--- src/logic/jhcs_pkg.sv ---
// constants for the host command, configuration and status logic
// assumes one 50 MHz clock shared by all design files
package jhcs_pkg;
   // --------------------------------------------------------------
   // clock and timing
   // --------------------------------------------------------------
   localparam int CLK_PERIOD_PS = 20000;
   localparam int CFG_RESET_DELAY_US_X10 = 12; // 1.2 ms in 0.1 ms
   localparam int CFG_RESET_DELAY_CYCLES =
      (CFG_RESET_DELAY_US_X10 * 100000000 + CLK_PERIOD_PS - 1) /
      CLK_PERIOD_PS;
   // --------------------------------------------------------------
   // command byte fields
   // --------------------------------------------------------------
   localparam int DEST_MSB = 4;
   localparam int DEST_LSB = 2;
   localparam int RXCMD_MSB = 1;
   localparam int RXCMD_LSB = 0;
   typedef enum logic [2:0] {
      DEST_NONE = 3'h0, DEST_DATA = 3'h1, DEST_RSVD = 3'h2,
      DEST_LAST = 3'h3, DEST_CFG = 3'h4, DEST_FIRST = 3'h5,
      DEST_CFG_NOW = 3'h6, DEST_ONLY = 3'h7
   } jhcs_dest_t;
   typedef enum logic [1:0] {
      RXC_NONE = 2'h0, RXC_RSVD = 2'h1, RXC_POP = 2'h2, RXC_FLUSH = 2'h3
   } jhcs_rxcmd_t;
   // --------------------------------------------------------------
   // configuration byte fields
   // --------------------------------------------------------------
   localparam int CFG_TEST_EN = 7;
   localparam int CFG_TSEL_MSB = 6;
   localparam int CFG_TSEL_LSB = 5;
   localparam int CFG_INT_BLOCK = 4;
   localparam int CFG_EXTRA_INT = 3;
   localparam int CFG_DIV_MSB = 2;
   localparam int CFG_DIV_LSB = 1;
   localparam int CFG_QUAD = 0;
   localparam logic [7:0] CFG_RESET = 8'h00;
   localparam logic [1:0] TSEL_NORMAL = 2'h0;
   // --------------------------------------------------------------
   // status byte fields and encodings
   // --------------------------------------------------------------
   localparam int ST_RXQ_MSB = 7;
   localparam int ST_RXQ_LSB = 5;
   localparam int ST_IDLE = 4;
   localparam int ST_NETF = 3;
   localparam int ST_QUAD = 2;
   localparam int ST_TXQ_MSB = 1;
   localparam int ST_TXQ_LSB = 0;
   localparam logic [7:0] STATUS_RESET = 8'h00;
   localparam logic [2:0] RXQ_EMPTY = 3'h0;
   localparam logic [2:0] RXQ_SEVERAL = 3'h1;
   localparam logic [2:0] RXQ_CODE_INSIDE = 3'h2;
   localparam logic [2:0] RXQ_THIRTEENTH = 3'h3;
   localparam logic [2:0] RXQ_ONE = 3'h4;
   localparam logic [2:0] RXQ_CODE_MORE = 3'h5;
   localparam logic [2:0] RXQ_CODE_FRAME = 3'h6;
   localparam logic [2:0] RXQ_CODE_ONLY = 3'h7;
   localparam int RXQ_THIRTEEN_COUNT = 13;
   localparam logic [1:0] TXQ_EMPTY = 2'h0;
   localparam logic [1:0] TXQ_DATA = 2'h1;
   localparam logic [1:0] TXQ_ALMOST = 2'h2;
   localparam logic [1:0] TXQ_FULL = 2'h3;
   localparam int TXQ_ALMOST_COUNT = 10;
   // completion code: error flag set, transmitter outcome 10
   localparam logic [7:0] CODE_SECOND_FIRST = 8'ha0;
endpackage

--- src/logic/jhcs_top.sv ---
// host command decode, configuration byte and status byte
// assumes command and data bytes arrive together as one strobe and the
// link transmitter and receiver sit outside this block
`timescale 1ns/1ps
import jhcs_pkg::*;
// Functional notes
// final-byte load sets transmit fill state to full.
// final byte dropped when queue empty or finished frame transmitting.
// deferred config waits for bus idle; after reset waits 1.2 ms.
// first-byte load sets transmit fill state to data present.
// second first tag before final: halt, queue error code, drop rest.
// first byte dropped while finished frame is transmitting.
// first-and-last byte is one-byte frame; fill state becomes full.
// first-and-last dropped when finished frame waits or transmits.
// receive command 00 none, 01 reserved, 10 pop head, 11 flush.
// head removal pops one entry, never queued, only code remover.
// flush cycles queue to a completion code; interrupt when reached.
// flush on empty or mid-frame discards bytes until the code.
// configuration is write-only and held until rewritten or reset.
// test select 00 normal, else test; test enable disables receive.
// interrupt block bit disables interrupts and bus wake-up.
// extra interrupt on byte arriving into empty receive queue.
// divider codes 00..11 divide by 1..4; host picks 2 MHz result.
// quad speed bit runs timing four times faster, no waveshaping.
// parallel mode: status alone, data read pops the head.
// serial mode: status and data paired, read does not pop.
// status frozen while chip select low, updated when released.
// receive state field encodes empty, counts and code positions.
// destination field decodes none, data, final, config, first, both.
// fill state 00 empty, 01 one to nine, 10 ten, 11 full.
// reserved destination and receive codes do nothing.
module jhcs_top #(
   parameter int TXQ_DEPTH = 11,
   parameter int RXQ_DEPTH = 20,
   parameter int CFG_DELAY = jhcs_pkg::CFG_RESET_DELAY_CYCLES
) (
   input wire logic clk,
   input wire logic reset,
   input wire logic host_cs_n,
   input wire logic host_serial_mode,
   input wire logic cmd_strobe,
   input wire logic [7:0] cmd_byte,
   input wire logic [7:0] cmd_data,
   input wire logic data_read,
   input wire logic rx_valid,
   input wire logic rx_is_code,
   input wire logic [7:0] rx_byte,
   input wire logic bus_idle,
   input wire logic net_fault,
   input wire logic tx_active,
   input wire logic tx_pop,
   input wire logic tx_pop_first,
   input wire logic tx_pop_last,
   output logic [7:0] status_byte,
   output logic [7:0] rx_data,
   output logic tx_load,
   output logic [7:0] tx_load_byte,
   output logic tx_load_first,
   output logic tx_load_last,
   output logic tx_halt,
   output logic int_req,
   output logic wake_enable,
   output logic test_mode,
   output logic rx_disable,
   output logic waveshape_off,
   output logic int_tick,
   output logic bit_tick
);
   import jhcs_pkg::*;

   localparam int TW = $clog2(TXQ_DEPTH + 1);
   localparam int RW = $clog2(RXQ_DEPTH + 1);
   localparam int DW = $clog2(CFG_DELAY + 1);
   if (TXQ_DEPTH <= TXQ_ALMOST_COUNT || RXQ_DEPTH < RXQ_THIRTEEN_COUNT
      || CFG_DELAY < 1) begin
      $error("jhcs_top parameters out of range");
   end

   // --------------------------------------------------------------
   // command decode
   // --------------------------------------------------------------
   jhcs_dest_t dest;
   jhcs_rxcmd_t rxcmd;
   logic [TW-1:0] tx_count;
   logic frame_done;
   logic in_frame;
   logic tx_empty;
   logic tx_full;
   logic sending_done;
   logic do_load;
   logic load_first;
   logic load_last;
   logic second_first;

   assign dest = jhcs_dest_t'(cmd_byte[DEST_MSB:DEST_LSB]);
   assign rxcmd = jhcs_rxcmd_t'(cmd_byte[RXCMD_MSB:RXCMD_LSB]);
   assign tx_empty = tx_count == '0;
   assign tx_full = tx_count == TW'(TXQ_DEPTH);
   assign sending_done = frame_done && tx_active;
   assign second_first = tx_pop && tx_pop_first && in_frame;

   always_comb begin
      do_load = 1'b0;
      load_first = 1'b0;
      load_last = 1'b0;
      if (cmd_strobe && !second_first) begin
         case (dest)
            DEST_DATA: begin
               do_load = !tx_full && !frame_done && !tx_empty;
            end
            DEST_LAST: begin
               do_load = !tx_full && !sending_done && !tx_empty;
               load_last = 1'b1;
            end
            DEST_FIRST: begin
               do_load = !tx_full && !sending_done;
               load_first = 1'b1;
            end
            DEST_ONLY: begin
               do_load = !tx_full && !frame_done;
               load_first = 1'b1;
               load_last = 1'b1;
            end
            default: begin
               do_load = 1'b0;
            end
         endcase
      end
   end

   // --------------------------------------------------------------
   // transmit queue tracking
   // --------------------------------------------------------------
   logic [TW-1:0] next_tx_count;
   logic [1:0] tx_fill;

   always_comb begin
      next_tx_count = tx_count + TW'(do_load) - TW'(tx_pop && !tx_empty);
      if (second_first) begin
         next_tx_count = '0;
      end
   end

   always_ff @(posedge clk or posedge reset) begin
      if (reset) begin
         tx_count <= '0;
      end else begin
         tx_count <= next_tx_count;
      end
   end

   always_ff @(posedge clk or posedge reset) begin
      if (reset) begin
         frame_done <= 1'b0;
      end else if (do_load && load_last) begin
         frame_done <= 1'b1;
      end else if (next_tx_count == '0) begin
         frame_done <= 1'b0;
      end
   end

   // the transmitter reports the tag of each byte it takes
   always_ff @(posedge clk or posedge reset) begin
      if (reset) begin
         in_frame <= 1'b0;
      end else if (second_first) begin
         in_frame <= 1'b0;
      end else if (tx_pop) begin
         in_frame <= (tx_pop_first || in_frame) && !tx_pop_last;
      end
   end

   always_ff @(posedge clk or posedge reset) begin
      if (reset) begin
         tx_load <= 1'b0;
         tx_load_byte <= 8'h00;
         tx_load_first <= 1'b0;
         tx_load_last <= 1'b0;
         tx_halt <= 1'b0;
      end else begin
         tx_load <= do_load;
         tx_load_byte <= cmd_data;
         tx_load_first <= load_first;
         tx_load_last <= load_last;
         tx_halt <= second_first;
      end
   end

   always_comb begin
      if (frame_done || tx_full) begin
         tx_fill = TXQ_FULL;
      end else if (tx_empty) begin
         tx_fill = TXQ_EMPTY;
      end else if (tx_count == TW'(TXQ_ALMOST_COUNT)) begin
         tx_fill = TXQ_ALMOST;
      end else begin
         tx_fill = TXQ_DATA;
      end
   end

   // --------------------------------------------------------------
   // configuration byte
   // --------------------------------------------------------------
   logic [7:0] cfg;
   logic [7:0] cfg_pending;
   logic pend;
   logic after_reset;
   logic [DW-1:0] delay_cnt;
   logic apply_pending;

   assign apply_pending = pend && (after_reset ?
      delay_cnt >= DW'(CFG_DELAY) : bus_idle);

   // the reset hold-off is a one-shot: an immediate config write or the first applied deferred one ends it
   always_ff @(posedge clk or posedge reset) begin
      if (reset) begin
         after_reset <= 1'b1;
      end else if (apply_pending || (cmd_strobe && dest == DEST_CFG_NOW))
      begin
         after_reset <= 1'b0;
      end
   end

   always_ff @(posedge clk or posedge reset) begin
      if (reset) begin
         delay_cnt <= '0;
      end else if (cmd_strobe && dest == DEST_CFG) begin
         delay_cnt <= '0;
      end else if (pend && delay_cnt < DW'(CFG_DELAY)) begin
         delay_cnt <= delay_cnt + DW'(1);
      end
   end

   always_ff @(posedge clk or posedge reset) begin
      if (reset) begin
         pend <= 1'b0;
         cfg_pending <= CFG_RESET;
      end else if (cmd_strobe && dest == DEST_CFG) begin
         pend <= 1'b1;
         cfg_pending <= cmd_data;
      end else if (apply_pending
         || (cmd_strobe && dest == DEST_CFG_NOW)) begin
         pend <= 1'b0;
      end
   end

   always_ff @(posedge clk or posedge reset) begin
      if (reset) begin
         cfg <= CFG_RESET;
      end else if (cmd_strobe && dest == DEST_CFG_NOW) begin
         cfg <= cmd_data;
      end else if (apply_pending) begin
         cfg <= cfg_pending;
      end
   end

   always_ff @(posedge clk or posedge reset) begin
      if (reset) begin
         wake_enable <= 1'b1;
         test_mode <= 1'b0;
         rx_disable <= 1'b0;
         waveshape_off <= 1'b0;
      end else begin
         wake_enable <= !cfg[CFG_INT_BLOCK];
         test_mode <= cfg[CFG_TSEL_MSB:CFG_TSEL_LSB] != TSEL_NORMAL;
         rx_disable <= cfg[CFG_TEST_EN];
         waveshape_off <= cfg[CFG_QUAD];
      end
   end

   jhcs_clkdiv u_clkdiv (
      .clk(clk),
      .reset(reset),
      .div_sel(cfg[CFG_DIV_MSB:CFG_DIV_LSB]),
      .quad(cfg[CFG_QUAD]),
      .int_tick(int_tick),
      .bit_tick(bit_tick)
   );

   // --------------------------------------------------------------
   // receive queue and its commands
   // --------------------------------------------------------------
   logic [7:0] rxq_head;
   logic rxq_head_code;
   logic [RW-1:0] rxq_count;
   logic [RW-1:0] rxq_codes;
   logic code_pend;
   logic flushing;
   logic rx_push;
   logic rx_push_code;
   logic [7:0] rx_push_data;
   logic rx_pop;
   logic cmd_pop;

   // error code from the transmitter waits for a free push slot
   always_ff @(posedge clk or posedge reset) begin
      if (reset) begin
         code_pend <= 1'b0;
      end else if (second_first) begin
         code_pend <= 1'b1;
      end else if (!rx_valid) begin
         code_pend <= 1'b0;
      end
   end

   assign rx_push = rx_valid || code_pend;
   assign rx_push_code = rx_valid ? rx_is_code : 1'b1;
   assign rx_push_data = rx_valid ? rx_byte : CODE_SECOND_FIRST;
   assign cmd_pop = cmd_strobe && rxcmd == RXC_POP;

   always_ff @(posedge clk or posedge reset) begin
      if (reset) begin
         flushing <= 1'b0;
      end else if (cmd_strobe && rxcmd == RXC_FLUSH && !rxq_head_code) begin
         flushing <= 1'b1;
      end else if (rxq_head_code) begin
         flushing <= 1'b0;
      end
   end

   // one pop per cycle: flush walk, head removal, or parallel read
   always_comb begin
      rx_pop = 1'b0;
      if (flushing) begin
         rx_pop = !rxq_head_code && rxq_count != '0;
      end else if (cmd_pop) begin
         rx_pop = 1'b1;
      end else if (data_read && !host_serial_mode) begin
         rx_pop = !rxq_head_code;
      end
   end

   jhcs_rxq #(
      .WIDTH(8),
      .DEPTH(RXQ_DEPTH)
   ) u_rxq (
      .clk(clk),
      .reset(reset),
      .push(rx_push),
      .push_code(rx_push_code),
      .push_data(rx_push_data),
      .pop(rx_pop),
      .head(rxq_head),
      .head_code(rxq_head_code),
      .count(rxq_count),
      .codes(rxq_codes)
   );

   // --------------------------------------------------------------
   // interrupt request
   // --------------------------------------------------------------
   logic head_code_d;
   logic code_arrived;

   assign code_arrived = rxq_head_code && !head_code_d;

   always_ff @(posedge clk or posedge reset) begin
      if (reset) begin
         head_code_d <= 1'b0;
      end else begin
         head_code_d <= rxq_head_code;
      end
   end

   always_ff @(posedge clk or posedge reset) begin
      if (reset) begin
         int_req <= 1'b0;
      end else begin
         int_req <= !cfg[CFG_INT_BLOCK] && (code_arrived ||
            (!flushing && cfg[CFG_EXTRA_INT] && rx_valid
            && rxq_count == '0));
      end
   end

   // --------------------------------------------------------------
   // status byte
   // --------------------------------------------------------------
   logic [2:0] rxq_state;
   logic [7:0] next_status;

   always_comb begin
      if (flushing || rxq_count == '0) begin
         rxq_state = RXQ_EMPTY;
      end else if (rxq_head_code) begin
         if (rxq_count == RW'(1)) begin
            rxq_state = RXQ_CODE_ONLY;
         end else if (rxq_codes > RW'(1)) begin
            rxq_state = RXQ_CODE_FRAME;
         end else begin
            rxq_state = RXQ_CODE_MORE;
         end
      end else if (rxq_codes != '0) begin
         rxq_state = RXQ_CODE_INSIDE;
      end else if (rxq_count == RW'(1)) begin
         rxq_state = RXQ_ONE;
      end else if (rxq_count >= RW'(RXQ_THIRTEEN_COUNT)) begin
         rxq_state = RXQ_THIRTEENTH;
      end else begin
         rxq_state = RXQ_SEVERAL;
      end
   end

   always_comb begin
      next_status = STATUS_RESET;
      next_status[ST_RXQ_MSB:ST_RXQ_LSB] = rxq_state;
      next_status[ST_IDLE] = bus_idle;
      next_status[ST_NETF] = net_fault;
      next_status[ST_QUAD] = cfg[CFG_QUAD];
      next_status[ST_TXQ_MSB:ST_TXQ_LSB] = tx_fill;
   end

   // frozen during a host access so status and data stay paired
   always_ff @(posedge clk or posedge reset) begin
      if (reset) begin
         status_byte <= STATUS_RESET;
         rx_data <= 8'h00;
      end else if (host_cs_n) begin
         status_byte <= next_status;
         rx_data <= rxq_head;
      end
   end
endmodule

--- src/logic/jhcs_clkdiv.sv ---
// internal clock divider and bus timing tick
// assumes the external clock is clk; ticks are one-cycle enables
`timescale 1ns/1ps
module jhcs_clkdiv (
   input wire logic clk,
   input wire logic reset,
   input wire logic [1:0] div_sel,
   input wire logic quad,
   output logic int_tick,
   output logic bit_tick
);
   logic [1:0] div_cnt;
   logic [1:0] quarter;

   // divide by div_sel + 1
   always_ff @(posedge clk or posedge reset) begin
      if (reset) begin
         div_cnt <= 2'h0;
         int_tick <= 1'b0;
      end else if (div_cnt >= div_sel) begin
         div_cnt <= 2'h0;
         int_tick <= 1'b1;
      end else begin
         div_cnt <= div_cnt + 2'h1;
         int_tick <= 1'b0;
      end
   end

   // normal timing uses one tick in four; quad speed uses all
   always_ff @(posedge clk or posedge reset) begin
      if (reset) begin
         quarter <= 2'h0;
         bit_tick <= 1'b0;
      end else begin
         if (int_tick) begin
            quarter <= quarter + 2'h1;
         end
         bit_tick <= int_tick && (quad || quarter == 2'h3);
      end
   end
endmodule

--- src/logic/jhcs_rxq.sv ---
// receive queue: data bytes and completion codes with a code marker
// assumes push and pop are single-cycle strobes from the parent
`timescale 1ns/1ps
module jhcs_rxq #(
   parameter int WIDTH = 8,
   parameter int DEPTH = 20
) (
   input wire logic clk,
   input wire logic reset,
   input wire logic push,
   input wire logic push_code,
   input wire logic [WIDTH-1:0] push_data,
   input wire logic pop,
   output logic [WIDTH-1:0] head,
   output logic head_code,
   output logic [$clog2(DEPTH+1)-1:0] count,
   output logic [$clog2(DEPTH+1)-1:0] codes
);
   localparam int PW = $clog2(DEPTH);
   localparam int CW = $clog2(DEPTH+1);
   if (DEPTH < 2 || WIDTH < 1) begin
      $error("receive queue needs depth of 2 or more");
   end

   logic [WIDTH:0] mem [DEPTH];
   logic [PW-1:0] rd_ptr;
   logic [PW-1:0] wr_ptr;
   logic do_push;
   logic do_pop;

   function automatic logic [PW-1:0] wrap_inc(input logic [PW-1:0] p);
      if (p == PW'(DEPTH - 1)) begin
         return '0;
      end
      return p + PW'(1);
   endfunction

   // a full queue drops new entries unless a pop frees a slot in the same cycle; earlier bytes stay put
   assign do_pop = pop && count != '0;
   assign do_push = push && (count != CW'(DEPTH) || do_pop);
   assign head = mem[rd_ptr][WIDTH-1:0];
   assign head_code = count != '0 && mem[rd_ptr][WIDTH];

   always_ff @(posedge clk) begin
      if (do_push) begin
         mem[wr_ptr] <= {push_code, push_data};
      end
   end

   always_ff @(posedge clk or posedge reset) begin
      if (reset) begin
         rd_ptr <= '0;
         wr_ptr <= '0;
         count <= '0;
         codes <= '0;
      end else begin
         if (do_push) begin
            wr_ptr <= wrap_inc(wr_ptr);
         end
         if (do_pop) begin
            rd_ptr <= wrap_inc(rd_ptr);
         end
         count <= count + CW'(do_push) - CW'(do_pop);
         codes <= codes + CW'(do_push && push_code) -
            CW'(do_pop && head_code);
      end
   end
endmodule

--- config.mk ---
export PLATFORM = sky130hd
export DESIGN_NAME = jhcs_top
export DESIGN_NICKNAME = d
export VERILOG_FILES = /design/src/logic/jhcs_pkg.sv /design/src/logic/jhcs_top.sv /design/src/logic/jhcs_clkdiv.sv /design/src/logic/jhcs_rxq.sv
export SDC_FILE = /design/constraint.sdc
export NUM_CORES = 1
export LEC_CHECK = 0
export BUFFER_PORTS_ARGS = -buffer_cell sky130_fd_sc_hd__buf_2
export CAP_MARGIN = 20
export CORE_ASPECT_RATIO = 1.75
export CORE_UTILIZATION = 30
export CTS_CLUSTER_SIZE = 28
export DETAILED_ROUTE_END_ITERATION = 7
export HOLD_SLACK_MARGIN = 0.06
export PLACE_DENSITY_LB_ADDON = 0.2
export SLEW_MARGIN = 20
export SYNTH_ARGS = -nofsm -noshare
export SYNTH_HDL_FRONTEND = slang
export SYNTH_SLANG_ARGS = --single-unit
--- constraint.sdc ---
create_clock -name clk -period 7.74 [get_ports clk]
set_input_delay 1.548 -clock clk [delete_from_list [all_inputs] [get_ports clk]]
set_output_delay 1.548 -clock clk [all_outputs]
set_load 0.05 [all_outputs]
==> results.json, run 1 <==
{
  "max_freq_ghz": 0.231,
  "synthAdderAreaFrac_pct": 4.13,
  "synth_fp_nets": 861,
  "initial_core_util_pct": 30.6,
  "period_needed_ns": 4.33,
  "cts_tree": "built",
  "max_stage_delay_ns": 0.97,
  "grt_max_degree": 54,
  "vias_per_cell": 4.91,
  "cts_hold_buf": 0,
  "p_leak_uw": 0.00537,
  "hold_viol": 0,
  "setup_tns_ns": 0,
  "die_y_microns": 267,
  "slew_viol_final": 0,
  "power_frac_comb_pct": 31.9,
  "wire_per_inst_microns": 20.8,
  "yosysWarnings": 0,
  "synth_compound_area_share_pct": 5.16,
  "drc": 0,
  "powerDensity_nw_per_um2": 366,
  "synth_xor_area_share_pct": 1.38,
  "grt_overflow_total": 0,
  "ff2ff_setup_slack_ns": 3.41,
  "fin_ws_ns": 3.41,
  "regArea_sq_um": 7960,
  "antenna_found_initial": 0,
  "worst_setup_path_end_kind": "flop",
  "synth-async-reset-ratio_pct": 36.2,
  "nNetsFinal": 938,
  "routed_wl_mm": 28.5,
  "status": "finished clean",
  "power_switching_uw": 1760,
  "maxCapViolCount": 0,
  "vias": 6742,
  "dr.pass1.iters": 4,
  "critPathMaxFanout": 26,
  "die-area_sq_um": 41000,
  "synth-edff-count": 180,
  "synth_cells": 785,
  "core_area_sq_um": 39400,
  "swShare_pct": 34.7,
  "synth_ff_type": "edfxtp_1",
  "ys_seq_area_share_pct": 66.0,
  "power.internal_uw": 3310,
  "cp.arrival_ns": 4.82,
  "multi_input_area_sq_um": 3830,
  "gr-usage-all-layers_pct": 14.2,
  "clk_latency_ns": 0.56,
  "synth-seq-cells": 282,
  "clk_path_buf_depth": 3,
  "dp_slack_ns": 3.19,
  "seqPwrFrac_pct": 41.7,
  "ctsResizeCount": 0,
  "routabilityCongestion": 0.708,
  "drive_above_1_share_pct": 23.2,
  "cp-start-kind": "flop",
  "critical_path_class": "reg2reg",
  "path_common_cell": "nor2_1",
  "drt.antenna.violating_nets": 0,
  "synthMuxAreaShare_pct": 12.3,
  "synth-simple-area-share_pct": 8.77,
  "hold_path_class": "reg2reg",
  "p_clk_share_pct": 26.4,
  "worstPathRequired_ns": 8.23,
  "rows": 96,
  "grt_pass1_vias": 7092,
  "port_buffers": 69,
  "syn_area_sq_um": 12100,
  "clockRootBuffer": "clkbuf_16",
  "setup_viol": 0,
  "grt_pass1_wl_mm": 43.5,
  "die_x_microns": 154,
  "vdd_drop_max_mv": 0.191,
  "syn-mean-instance-area_sq_um": 15.4,
  "synth_top_family_by_area": "multiplexers",
  "cts.sinks": 282,
  "num_antenna_cells": 0,
  "crit_path_top_delay_cell": "dfrtp_2",
  "period_share_pct": 56.0,
  "dp_hpwl_mm": 19.4,
  "crit_path_cell_trace": "buf_4 > nor2_1 > a221oi_2 > o21ai_1 > a21boi_1 > and2_1 > ha_1 > inv_1 > ha_1 > fa_1 > a21oi_1 > nor2_1 > nor2_1 > xor2_1",
  "clkSlewWorstSetupHoldPaths_ns": 0.07,
  "initialDrtViolationCount": 336,
  "rsz0062_at_grt": "false",
  "relSlewSlack_pct": 33.4,
  "worstMarginPinSlew_ns": 0.998,
  "io_pins": 73,
  "nFillCells": 3766,
  "post_cts_buffers": 0,
  "area_growth_pct": 14.8,
  "synth_cell_type_count": 67,
  "htreeDepth": 1,
  "fin_skew_ns": 0.0235,
  "cts_made_buffers": 27
}
## layout make-up
cell class / instances / area share [%]
multi-input cells: 433 / 27.6
well taps: 490 / 4.43
inverters: 42 / 1.16
repair buffers: 76 / 2.87
clock inverters: 19 / 1.32
flip-flops and latches: 282 / 57.5
clock buffers: 31 / 5.06
## worst max-delay path, delay by kind of cell (launching register included)
kind | cells | cell delay [ns]
flip-flops | 1 | 0.97
XOR/XNOR | 1 | 0.15
buffers and inverters | 2 | 0.61
adder cells (fa/ha/maj) | 3 | 0.76
AND/OR/NAND/NOR | 4 | 0.52
AO/OA/AOI/OAI | 4 | 1.26
## per-layer routing
layer / wire (microns) / up-vias / GRT usage [%]
met5: 0 / - / 0
met4: 743 / 0 / 5.08
met3: 877 / 44 / 2.06
met2: 16200 / 133 / 28.3
met1: 10700 / 3463 / 14.8
li1: - / 3102 / -
## flip-flops by register name (all words and copies together), names as in the netlist, 2 cells and up
register and cells:
cfg 8, cfg_pending 8, delay_cnt 16, rx_data 8, status_byte 8, tx_count 4
tx_load_byte 8, u_clkdiv.div_cnt 2, u_clkdiv.quarter 2, u_rxq.codes 5, u_rxq.count 5, u_rxq.mem 180
u_rxq.rd_ptr 5, u_rxq.wr_ptr 5
## kinds of logic after synthesis
| group | Yosys count |
|---|---|
| flip-flops | 282 |
| AND/OR/NAND/NOR | 206 |
| adder cells (fa/ha/maj) | 38 |
| buffers and inverters | 70 |
| multiplexers | 83 |
| AO/OA/AOI/OAI | 87 |
| XOR/XNOR | 19 |
## worst paths after layout
kind                                 start               to  cells after the start
min in group asynchronous            reset  tx_load_byte[7]                      2
setup reg to reg           u_rxq.rd_ptr[0]   u_rxq.codes[4]                     14
hold reg to reg                     cfg[7]       rx_disable                      0
max in group asynchronous            reset          tx_load                      3
setup / recovery           u_rxq.rd_ptr[0]   u_rxq.codes[4]                     14
hold / removal                      cfg[7]       rx_disable                      0
## cells in the final DEF (no fill, tap or decap), drive strengths merged, types with 4 or more instances in the layout
master / instances
edfxtp: 180
dfrtp: 100
buf: 76
nand2: 58
mux4: 50
nor2: 44
inv: 43
ha: 35
clkbuf: 31
and3: 22
mux2: 20
a21oi: 19
and2: 18
nand3: 13
mux2i: 13
xor2: 12
a31oi: 12
clkinv: 12
o21ai: 11
nor3: 9
nor2b: 7
xnor2: 7
or4: 7
a21o: 6
o211ai: 6
nand2b: 6
nor3b: 5
nand3b: 4
o2111ai: 4
o21a: 4
## metrics by stage
stage	util, %	cell area [sq um]	cells	hold slack (ns)	power (uW)
6_report	35.1	13800	1373	0.373	5070
4_1_cts	35.1	13800	1373	0.375	5150
3_5_place_dp	32.9	13000	1323	0.365	3800
5_1_grt	35.1	13800	1373	0.386	5360
3_3_place_gp	32.9	13000	1323	0.357	3780
2_1_floorplan	-	12100	785	0.349	3320
## cell usage after synthesis (all sizes together) (5+ instances only)
library cell	n	area share [%]
edfxtp	180	45
dfrtp	100	21
nand2	58	1.8
mux4	50	9.3
nor2	44	1.4
inv	42	1.3
ha	35	3.6
and3	22	1.1
mux2	20	1.9
a21oi	19	0.82
and2	18	0.93
buf	16	0.61
mux2i	13	1.1
nand3	13	0.54
a31oi	12	0.67
clkbuf	12	0.37
xor2	12	0.87
o21ai	11	0.46
nor3	9	0.41
nor2b	7	0.36
or4	7	0.44
xnor2	7	0.51
a21o	6	0.37
nand2b	6	0.31
o211ai	6	0.37
nor3b	5	0.31
## power by group through the flow
stage / Combinational (uW) / Clock (uW) / Sequential [uW]
after CTS: 1660 / 1370 / 2120
after floorplan: 1120 / 0 / 2200
after detailed placement: 1650 / 0 / 2150
after global placement: 1630 / 0 / 2150
after global routing: 1780 / 1430 / 2150
final: 1620 / 1340 / 2110
(Power assumes the default switching activity.)
==> inputs of run 2 (changes only) <==
==> constraint.sdc (replaced) <==
create_clock -name clk -period 3.8 [get_ports clk]
set_input_delay 0.76 -clock clk [delete_from_list [all_inputs] [get_ports clk]]
set_output_delay 0.76 -clock clk [all_outputs]
set_load 0.05 [all_outputs]
==> results.json, run 2 (synthesis results as in run 1) <==
{
  "status": "finished clean",
  "port_buffers": 69,
  "slew_viol_final": 0,
  "vias_per_cell": 4.84,
  "grt_overflow_total": 0,
  "layout_commonest_cell": "edfxtp_1",
  "rsz0062_at_grt": "false",
  "post-route-cell-area_sq_um": 14400,
  "fin_skew_ns": 0.0171,
  "period_needed_ns": 3.44,
  "hold_path_class": "in2async",
  "relSlewSlack_pct": 36.8,
  "antenna_found_initial": 0,
  "power_switching_uw": 3590,
  "grt_pass1_wl_mm": 45.2,
  "crit_path_top_delay_cell": "or4b_1",
  "period_share_pct": 90.5,
  "ctsResizeCount": 0,
  "drc": 0,
  "initial_core_util_pct": 30.6,
  "die_y_microns": 267,
  "worst_setup_path_end_kind": "flop",
  "cts.sinks": 282,
  "largest_register_ffs": 180,
  "io_pins": 73,
  "clk_path_buf_depth": 3,
  "max_freq_ghz": 0.291,
  "grt_max_degree": 56,
  "num_antenna_cells": 0,
  "drive_above_1_share_pct": 25.9,
  "die_x_microns": 154,
  "final_cell_mix": "180 x edfxtp_1, 98 x dfrtp_1, 69 x buf_2",
  "vdd_drop_max_mv": 0.312,
  "die-area_sq_um": 41000,
  "power.internal_uw": 6930,
  "area_growth_pct": 19.0,
  "cp-start-kind": "flop",
  "cts_hold_buf": 0,
  "swShare_pct": 34.2,
  "cts_tree": "built",
  "gr-usage-all-layers_pct": 14.9,
  "setup_viol": 0,
  "routabilityCongestion": 0.747,
  "vias": 6838,
  "worstPathRequired_ns": 4.29,
  "cp.arrival_ns": 3.93,
  "cts_made_buffers": 27,
  "maxCapViolCount": 0,
  "clk_latency_ns": 0.57,
  "crit_path_cell_trace": "inv_1 > ha_1 > or4b_1 > a21boi_2 > nor2_1 > nor2_2 > and2_1 > ha_1 > inv_1 > ha_1 > fa_1 > a21oi_1 > nor2_1 > nor2_1 > xor2_1",
  "critPathBufInv": 2,
  "hold_ws_ns": 0.317,
  "dr.pass1.iters": 4,
  "routed_wl_mm": 29.4,
  "critPathMaxFanout": 6,
  "wire_per_inst_microns": 20.8,
  "powerDensity_nw_per_um2": 733,
  "worstMarginPinSlew_ns": 0.948,
  "path_depth": 15,
  "seqPwrFrac_pct": 39.4,
  "initialDrtViolationCount": 294,
  "core_area_sq_um": 39400,
  "nNetsFinal": 978,
  "grt_pass1_vias": 7327,
  "final_cells": 1412,
  "critical_path_class": "reg2reg",
  "rows": 96,
  "power_frac_comb_pct": 34.3,
  "worst_r2r_path_depth": 15,
  "clkSlewWorstSetupHoldPaths_ns": 0.07,
  "htreeDepth": 1,
  "drt.antenna.violating_nets": 0,
  "p_leak_uw": 0.00562,
  "p_clk_share_pct": 26.2,
  "clockRootBuffer": "clkbuf_16",
  "top_register": "u_rxq.mem",
  "place_area_sq_um": 13500,
  "dp_hpwl_mm": 20.5,
  "top_regs": "u_rxq.mem (180), delay_cnt (16)",
  "max_stage_delay_ns": 0.57,
  "setup_tns_ns": 0,
  "post_cts_buffers": 0,
  "dp.cells": 1363,
  "hold_viol": 0,
  "cpLargestDelayFamily": "simple AND/OR/NAND/NOR gates"
}
run 2: cell types whose count changed in the layout (fill, tap and decap cells not counted), moves of 2 or more:
| cell | change |
|---|---|
| buf_4 | +24 |
| clkbuf_1 | +2 |
| clkinv_2 | -4 |
| buf_12 | +16 |
| clkinv_1 | +3 |
| clkinvlp_4 | -2 |
run 2: area by class of cell:
type | instances | area [sq um]
sequential | 282 | 7960
tap | 490 | 613
multi-input combinational | 433 | 3830
clock inverter | 17 | 196
clock buffer | 32 | 694
fill | 3771 | 25000
inverter | 42 | 160
timing repair buffer | 116 | 898
run 2: path summary, 6_finish.rpt:
check	start	to	slack (ns)
max	u_rxq.count[2]	u_rxq.codes[4]	0.36
min	reset	rx_disable	0.32
max reg2reg	u_rxq.count[2]	u_rxq.codes[4]	0.36
min reg2reg	cfg[7]	rx_disable	0.37
max in group asynchronous	reset	after_reset	2.60
min in group clk	cmd_data[6]	tx_load_byte[6]	0.33
run 2: per-stage QoR:
stage | util [%] | setup slack, ns | power, uW
3_5_place_dp | 34.2 | 0.187 | 7910
4_1_cts | 36.4 | 0.233 | 10700
6_report | 36.4 | 0.360 | 10500
5_1_grt | 36.4 | 0.0781 | 11200
2_1_floorplan | - | 0.368 | 6760
3_3_place_gp | 34.2 | 0.227 | 7870
run 2: routing by layer:
layer  part of all wire [%]  up-vias  global-route usage (%)
li1                       -     3189                       -
met1                     37     3487                    15.5
met2                     57      121                    29.9
met3                    3.1       41                    1.91
met4                    2.7        0                    5.11
met5                      0        -                       0
run 2: worst reg2reg max path: cells and delay by family (launching register included):
kind                       cells  cell delay [ns]
and+or+nand+nor                6             1.17
xor gates and xnor gates       1             0.15
buffers and inverters          2             0.14
adders and majority gates      4             1.10
AOI/OAI and AO/OA              2             0.39
DFF                            1             0.43
run 2: power groups by stage:
| stage | Sequential [uW] | Combinational, uW | Clock [uW] |
|---|---|---|---|
| floorplan | 4480 | 2280 | 0 |
| global placement | 4200 | 3670 | 0 |
| detailed placement | 4210 | 3700 | 0 |
| CTS | 4160 | 3700 | 2850 |
| global route | 4220 | 3980 | 2960 |
| finish | 4150 | 3610 | 2760 |
==> inputs of run 3 (changes only) <==
--- a/config.mk
+++ b/config.mk
@@ -5,12 +5,12 @@
 export SDC_FILE = /design/constraint.sdc
 export NUM_CORES = 1
 export LEC_CHECK = 0
-export BUFFER_PORTS_ARGS = -buffer_cell sky130_fd_sc_hd__buf_2
 export CAP_MARGIN = 20
 export CORE_ASPECT_RATIO = 1.75
 export CORE_UTILIZATION = 30
 export CTS_CLUSTER_SIZE = 28
 export DETAILED_ROUTE_END_ITERATION = 7
+export DONT_BUFFER_PORTS = 1
 export HOLD_SLACK_MARGIN = 0.06
 export PLACE_DENSITY_LB_ADDON = 0.2
 export SLEW_MARGIN = 20
==> results.json, run 3 (synthesis results as in run 1) <==
{
  "ctsResizeCount": 0,
  "drive_above_1_share_pct": 20.3,
  "core_area_sq_um": 39400,
  "cp-start-kind": "flop",
  "io_pins": 73,
  "fin_skew_ns": 0.0267,
  "max_stage_delay_ns": 0.57,
  "nFillCells": 3760,
  "dp_hpwl_mm": 20.1,
  "area_growth_pct": 16.1,
  "drt.antenna.violating_nets": 0,
  "rows": 96,
  "p_total_uw": 10400,
  "reg2reg_from": "u_rxq.count[2]",
  "final_cell_mix": "180 x edfxtp_1, 98 x dfrtp_1, 58 x nand2_1",
  "grt_max_degree": 54,
  "antenna_found_initial": 0,
  "gr-usage-all-layers_pct": 14.3,
  "maxCapViolCount": 0,
  "post-route-util_pct": 35.5,
  "critPathBufInv": 3,
  "powerDensity_nw_per_um2": 740,
  "cts.sinks": 282,
  "vias_per_cell": 4.89,
  "initialDrtViolationCount": 256,
  "period_needed_ns": 3.41,
  "grt_pass1_wl_mm": 43.5,
  "dr.pass1.iters": 4,
  "setup_tns_ns": 0,
  "layout_commonest_cell": "edfxtp_1",
  "worst_r2r_path_depth": 15,
  "die_x_microns": 154,
  "grt_pass1_vias": 7033,
  "max_freq_ghz": 0.293,
  "clk_path_buf_depth": 3,
  "die-area_sq_um": 41000,
  "cts_made_buffers": 26,
  "ff2ff_setup_slack_ns": 0.39,
  "nNetsFinal": 907,
  "cp-startpoint": "u_rxq.count[2]",
  "cp.arrival_ns": 3.91,
  "period_share_pct": 89.8,
  "cts_tree": "built",
  "post-route-cell-area_sq_um": 14000,
  "grt_overflow_total": 0,
  "htreeDepth": 1,
  "die_y_microns": 267,
  "worst_setup_path_end_kind": "flop",
  "status": "finished clean",
  "top_register": "u_rxq.mem",
  "clk_latency_ns": 0.57,
  "initial_core_util_pct": 30.6,
  "top_regs": "u_rxq.mem (180), delay_cnt (16)",
  "drc": 0,
  "vdd_drop_max_mv": 0.308,
  "worstPathRequired_ns": 4.29,
  "place_area_sq_um": 13100,
  "cts_hold_buf": 0,
  "routed_wl_mm": 28.4,
  "crit_path_cell_trace": "inv_1 > ha_1 > or4b_1 > a21boi_2 > a22oi_1 > nor2_2 > buf_4 > ha_1 > inv_1 > ha_1 > fa_1 > a21oi_1 > nor2_1 > nor2_1 > xnor2_1",
  "relSlewSlack_pct": 35.3,
  "critPathMaxFanout": 6,
  "port_buffers": 0,
  "path_common_cell": "ha_1",
  "num_antenna_cells": 0,
  "timing.rr.end": "u_rxq.count[4]",
  "wire_per_inst_microns": 21.2,
  "cpLargestDelayFamily": "adder cells",
  "post_cts_buffers": 0,
  "slew_viol_final": 0,
  "hold_path_class": "in2async",
  "critical_path_class": "reg2reg",
  "worstMarginPinSlew_ns": 0.971,
  "setup_viol": 0,
  "p_leak_uw": 0.00535,
  "largest_register_ffs": 180,
  "vias": 6553,
  "clockRootBuffer": "clkbuf_16",
  "hold_viol": 0,
  "routabilityCongestion": 0.746,
  "crit_path_top_delay_cell": "or4b_1",
  "clkSlewWorstSetupHoldPaths_ns": 0.07,
  "rsz0062_at_grt": "false"
}
-- run 3: cell count changes in the layout (fill, tap and decap cells not counted), moves of 2 or more --
cell        delta
clkinvlp_4     +3
clkbuf_8       +6
clkinv_1       -6
bufinv_16      -2
buf_2         -69
clkinvlp_2     -2
-- run 3: cell type report --
cell class | count | area (sq um) | area share, %
tap | 490 | 613 | 4.38
clock inverter | 10 | 119 | 0.849
multi-input combinational | 433 | 3820 | 27.3
clock buffer | 38 | 777 | 5.55
sequential | 282 | 7960 | 56.9
inverter | 42 | 160 | 1.14
timing repair buffer | 46 | 546 | 3.90
-- run 3: layer usage --
| metal | vias to the layer above | share of wire [%] | track usage [%] | routed length [microns] |
|---|---|---|---|---|
| li1 | 3040 | - | - | - |
| met2 | 120 | 57 | 28.3 | 16200 |
| met3 | 43 | 3.6 | 2.36 | 1030 |
| met5 | - | 0 | 0 | 0 |
| met4 | 0 | 3.0 | 5.38 | 855 |
| met1 | 3350 | 36 | 14.8 | 10300 |
-- run 3: how the worst max path moves through the flow --
stage / endpoint / slack (ns) / cells past startpoint
3_3_place_gp: u_rxq.codes[4] / 0.37 / 15
3_5_place_dp: frame_done / 0.32 / 12
2_1_floorplan: cfg[0] / 0.37 / 1
4_1_cts: u_rxq.codes[4] / 0.33 / 16
6_report: u_rxq.count[4] / 0.39 / 15
5_1_grt: u_rxq.codes[4] / 0.02 / 16
-- run 3: through the flow --
step / setup WS (ns) / hold WS [ns] / instances
2_1_floorplan: 0.368 / 0.349 / 785
3_3_place_gp: 0.371 / 0.362 / 1293
3_5_place_dp: 0.315 / 0.364 / 1293
4_1_cts: 0.331 / 0.176 / 1341
5_1_grt: 0.0239 / 0.196 / 1341
6_report: 0.387 / 0.178 / 1341
-- run 3: worst register-to-register path, cell delays in order (launching register included) --
cell and delay, ns:
dfrtp_1 0.43, inv_1 0.10, ha_1 0.18, or4b_1 0.57, a21boi_2 0.22, a22oi_1 0.24
nor2_2 0.08, buf_4 0.15, ha_1 0.26, inv_1 0.04, ha_1 0.19, fa_1 0.42
a21oi_1 0.17, nor2_1 0.06, nor2_1 0.12, xnor2_1 0.13
-- run 3: power by group --
part | internal (uW) | leakage [uW] | switching (uW)
clock | 1560 | 0.000433 | 1160
combinational | 1480 | 0.00204 | 1540
sequential | 3790 | 0.00287 | 842
total | 6830 | 0.00535 | 3540
